==> src/triple_dff_cfg.svh <==
`ifndef TRIPLE_DFF_CFG_SVH
`define TRIPLE_DFF_CFG_SVH
`define STAGE_COUNT 3
`define STAGE_RESET_VAL 1'h0
`endif

==> src/triple_dff_pkg.sv <==
`default_nettype none
package triple_dff_pkg;
    typedef logic [2:0] stage_vec_t;
endpackage
`default_nettype wire

==> src/triple_dff.sv <==
`include "triple_dff_cfg.svh"
`default_nettype none
module triple_dff
    import triple_dff_pkg::*;
(
    input wire logic clock_i,
    input wire logic rst_n_i,
    input wire logic clk_en_i,
    input wire logic shared_clock_i,
    input wire logic shared_set_i,
    input wire logic shared_clear_i,
    input wire stage_vec_t stage_clock_i,
    input wire stage_vec_t stage_set_i,
    input wire stage_vec_t stage_clear_i,
    input wire stage_vec_t stage_data_in_i,
    output stage_vec_t stage_out_o,
    output stage_vec_t stage_out_inverted_o
);

////////////////////////////////////////////////////////////////////////
// The pins are sampled on clock_i, so "asynchronous" set and clear act
// on the next system clock edge with clk_en_i high; this keeps the design single-clocked.

stage_vec_t master_ff, nxt_master;
stage_vec_t prev_clk_ff, nxt_prev_clk;
stage_vec_t stage_out_ff, nxt_stage_out;
stage_vec_t stage_out_inv_ff, nxt_stage_out_inv;
stage_vec_t eff_clk;

always_comb begin
    for (int i = 0; i < `STAGE_COUNT; i++) begin
        eff_clk[i] = stage_clock_i[i] | shared_clock_i;
        nxt_master[i] = master_ff[i];
        nxt_stage_out[i] = stage_out_ff[i];
        // Master tracks data while both clocks are low.
        if (!eff_clk[i]) begin
            nxt_master[i] = stage_data_in_i[i];
        end
        // Rising edge moves the held master value out.
        if (eff_clk[i] && !prev_clk_ff[i]) begin
            nxt_stage_out[i] = master_ff[i];
        end
        // Direct inputs override the clocks; clear wins if both are
        // driven, a case the driving logic must avoid.
        if (stage_set_i[i] || shared_set_i) begin
            nxt_stage_out[i] = 1'h1;
        end
        if (stage_clear_i[i] || shared_clear_i) begin
            nxt_stage_out[i] = 1'h0;
        end
        nxt_prev_clk[i] = eff_clk[i];
        nxt_stage_out_inv[i] = ~nxt_stage_out[i];
    end
end

// Three stages in one vector of flip-flops.
always_ff @(posedge clock_i) begin
    if (!rst_n_i) begin
        master_ff <= {`STAGE_COUNT{`STAGE_RESET_VAL}};
        prev_clk_ff <= 3'h7;
        stage_out_ff <= {`STAGE_COUNT{`STAGE_RESET_VAL}};
        stage_out_inv_ff <= 3'h7;
    end else if (clk_en_i) begin
        master_ff <= nxt_master;
        prev_clk_ff <= nxt_prev_clk;
        stage_out_ff <= nxt_stage_out;
        stage_out_inv_ff <= nxt_stage_out_inv;
    end
end

assign stage_out_o = stage_out_ff;
assign stage_out_inverted_o = stage_out_inv_ff;
endmodule
`default_nettype wire

==> config.mk <==
export PLATFORM = sky130hd
export DESIGN_NAME = triple_dff
export DESIGN_NICKNAME = d
export VERILOG_FILES = /design/src/triple_dff_pkg.sv /design/src/triple_dff.sv
export VERILOG_INCLUDE_DIRS = /design/src
export SDC_FILE = /design/constraint.sdc
export NUM_CORES = 1
export LEC_CHECK = 0
export ABC_AREA = 1
export BUFFER_PORTS_ARGS = -buffer_cell sky130_fd_sc_hd__buf_4
export CORE_AREA = 5 5 42 44
export CTS_BUF_LIST = sky130_fd_sc_hd__clkbuf_8
export DETAILED_ROUTE_END_ITERATION = 6
export DIE_AREA = 0 0 47 49
export GPL_ROUTABILITY_DRIVEN = 0
export PLACE_DENSITY_LB_ADDON = 0.3
export RECOVER_POWER = 100
export SYNTH_ARGS = -nofsm -noshare
export SYNTH_HDL_FRONTEND = slang
export SYNTH_SLANG_ARGS = --single-unit
==> constraint.sdc <==
create_clock -name clock_i -period 2.05 [get_ports clock_i]
set_input_delay 0.41 -clock clock_i [delete_from_list [all_inputs] [get_ports clock_i]]
set_output_delay 0.41 -clock clock_i [all_outputs]
set_load 0.01 [all_outputs]
==> impl_metrics.csv <==
group,metric,value,unit
synthesis,syn-cell-area,609,um^2
worst_setup_path,crit_buf_inv,1,
place,place_area,786,um^2
clocking,cts_hold_buf,0,
power_and_ir_drop,swShare,24.0,%
synthesis,synth.area.top_cells,"dfxtp_1, nand3_2, nand2_1",
routing,wl,1410,um
worst_setup_path,required,1.64,ns
routing,vias,572,
finish,finish.utilization,55.4,%
worst_setup_path,critPathLaunchType,"flop",
finish,final_nets,124,
clocking,cts_buffers,3,
worst_setup_path,cpMaxStageDelayCell,"dfxtp_1",
synthesis,synth_top_cell_by_area,"dfxtp_1",
clocking,cts_setup_buffers,0,
power_and_ir_drop,powerDensity,699,nW/um^2
sta,finalHoldViolCount,0,
job,drv_cap,0,
sta,setup_ws,0.860,ns
place,io_buffers,23,
routing,final_antenna_net_count,0,
finish,diodes,0,
place,dp_slack,0.905,ns
power_and_ir_drop,p_clk_share,38.6,%
power_and_ir_drop,p_leak,0.356,nW
sta,finalSetupViolCount,0,
clocking,ctsResizeCount,0,
worst_setup_path,crit_type,"flop to output pin",
clocking,clk_latency,0.23,ns
floorplanning,die_width,47,um
clocking,ctsHtreeMaxLevel,1,
global_route,grt_max_degree,15,
clocking,cts_tree,"done",
worst_setup_path,reg2reg_from,"prev_clk_ff[0]",
synthesis,syn_inst,80,
place,post-dp-hpwl,1140,um
worst_setup_path,r2r_slack,1.17,ns
synthesis,synth.avg_cell_area,7.62,um^2
clocking,cts_root_buf,"clkbuf_8",
clocking,cts.sinks,12,
sta,skew,0.000951,ns
worst_setup_path,worstSetupEndpointType,"output pin",
synthesis,syn_nets,98,
finish,drive_gt1_share,26.9,%
floorplanning,fp.dieH,49,um
routing,dr.pass1.iters,4,
global_route,grt_pass1_vias,543,
worst_hold_path,min_path_cells,2,
synthesis,ys_seq_area_share,39.4,%
synthesis,synth_cell_types,17,
power_and_ir_drop,peakVddDrop,0.000357,V
power_and_ir_drop,combPwrFrac,14.9,%
routing,avgViaCountPerCell,4.77,
routing,wl_per_cell,11.8,um
worst_setup_path,crit_family,"flip-flops",
routing,drcViolationCount,0,
floorplanning,start_util,43.5,%
worst_setup_path,rr_worst_depth,7,
sta,final_max_slew_viol_count,0,
worst_setup_path,r2r-end,"stage_out_inverted_o[0]",
worst_hold_path,whs_endpoint,"prev_clk_ff[1]",
worst_hold_path,hold_path_class,"input port to flop",
sta,slew_headroom,85.6,%
power_and_ir_drop,power.internal,0.000413,W
floorplanning,ios,24,
worst_setup_path,max_stage_delay,0.37,ns
floorplanning,core_area,1400,um^2
worst_setup_path,crit_chain,"clkbuf_1",
finish,nFillCells,143,
global_route,overflow,0,
sta,tns,0,ns
finish,areaGrowthSynthToFinish,27.5,%
routing,drtIter0Drc,9,
global_route,antenna_found_initial,0,
sta,max_slew.worst_pin.slew,0.213,ns
synthesis,yosysTopAreaCellShare,39.4,%
clocking,cts_buffer_depth,2,
synthesis,synth_seq_cells,12,
sta,fmax,840,MHz
power_and_ir_drop,power,0.000543,W
floorplanning,die_area,2300,um^2
run_status,status,"complete, no violations",
finish,final_cell_area,777,um^2
worst_hold_path,holdCritStartpoint,"rst_n_i",
clocking,clkTransAtPathRegs,0.05,ns
power_and_ir_drop,p_sw,0.000130,W
worst_setup_path,crit_path_max_fanout,3,
synthesis,yosys_warnings,0,
power_and_ir_drop,seqPwrFrac,46.5,%
floorplanning,core.rowCount,14,
global_route,grt_use_total,13.6,%
sta,fin_crit_sh,58.1,%
worst_setup_path,arrival,0.78,ns
sta,finalCriticalPeriod,1.19,ns
sta,rsz0062_at_grt,"false",
global_route,grt_pass1_wl,2330,um
==> registers in the layout, indices dropped and copies added, names as in the netlist <==
signal                count
master_ff                 3
prev_clk_ff               3
stage_out_inverted_o      3
stage_out_o               3
==> synthesized netlist by cell type, drive strengths merged <==
| master | count |
|---|---|
| nor3 | 1 |
| or2 | 1 |
| nor2 | 5 |
| buf | 2 |
| a21oi | 8 |
| nand2 | 19 |
| inv | 12 |
| o21ai | 11 |
| nand3 | 9 |
| dfxtp | 12 |
==> layout by cell type (no fill, tap or decap) <==
cell type,count
buf_4,16
nand2_2,1
nand2_1,18
clkbuf_1,7
dfxtp_1,12
inv_2,1
o21ai_0,10
inv_1,11
o21ai_1,1
a21oi_2,2
nor3_2,1
nand3_4,1
nand3_1,5
nor2_1,5
a21oi_1,6
or2_1,1
nand3_2,3
clkbuf_8,3
==> stage by stage <==
step | hold slack (ns) | instances
after floorplan | 0.425 | 80
after global placement | 0.440 | 117
after global routing | 0.423 | 120
after CTS | 0.414 | 120
after detailed placement | 0.450 | 117
final | 0.413 | 120
==> power by group through the flow <==
stage | clock, W | sequential (W) | combinational (W)
floorplan | 0 | 0.000259 | 0.0000453
global placement | 0 | 0.000257 | 0.0000896
detailed placement | 0 | 0.000258 | 0.0000912
CTS | 0.000215 | 0.000253 | 0.0000914
global route | 0.000229 | 0.000253 | 0.0000923
finish | 0.000210 | 0.000252 | 0.0000808
==> worst max path at each step <==
stage          cells past startpoint            from                 endpoint
6_report                           1  stage_out_o[1]           stage_out_o[1]
3_3_place_gp                       7  shared_clock_i  stage_out_inverted_o[1]
3_5_place_dp                       7  shared_clock_i  stage_out_inverted_o[1]
5_1_grt                            1  stage_out_o[0]           stage_out_o[0]
4_1_cts                            1  stage_out_o[0]           stage_out_o[0]
2_1_floorplan                      6  shared_clock_i  stage_out_inverted_o[1]
==> routing by layer <==
metal	global-route usage, %	vias to the layer above	routed length [um]
li1	-	305	-
met1	19.1	245	663
met2	19.2	20	630
met3	4.80	2	108
met4	4.15	0	8
met5	0	-	0
==> final cells by class <==
class | count | area (um^2) | share of cell area [%]
repair buffers | 23 | 146 | 18.8
flip-flops and latches | 12 | 240 | 30.9
clock buffers | 3 | 41.3 | 5.31
multi-input cells | 54 | 284 | 36.6
well taps | 16 | 20.0 | 2.58
inverters | 12 | 45.0 | 5.80
==> kinds of logic after synthesis <==
| group | Yosys count | share of synthesized area (%) |
|---|---|---|
| AND/OR/NAND/NOR | 35 | 33.1 |
| AO/OA/AOI/OAI | 19 | 17.5 |
| buffers and inverters | 14 | 10.1 |
| flip-flops | 12 | 39.4 |
Note: power is estimated with default switching activity, not from simulation.
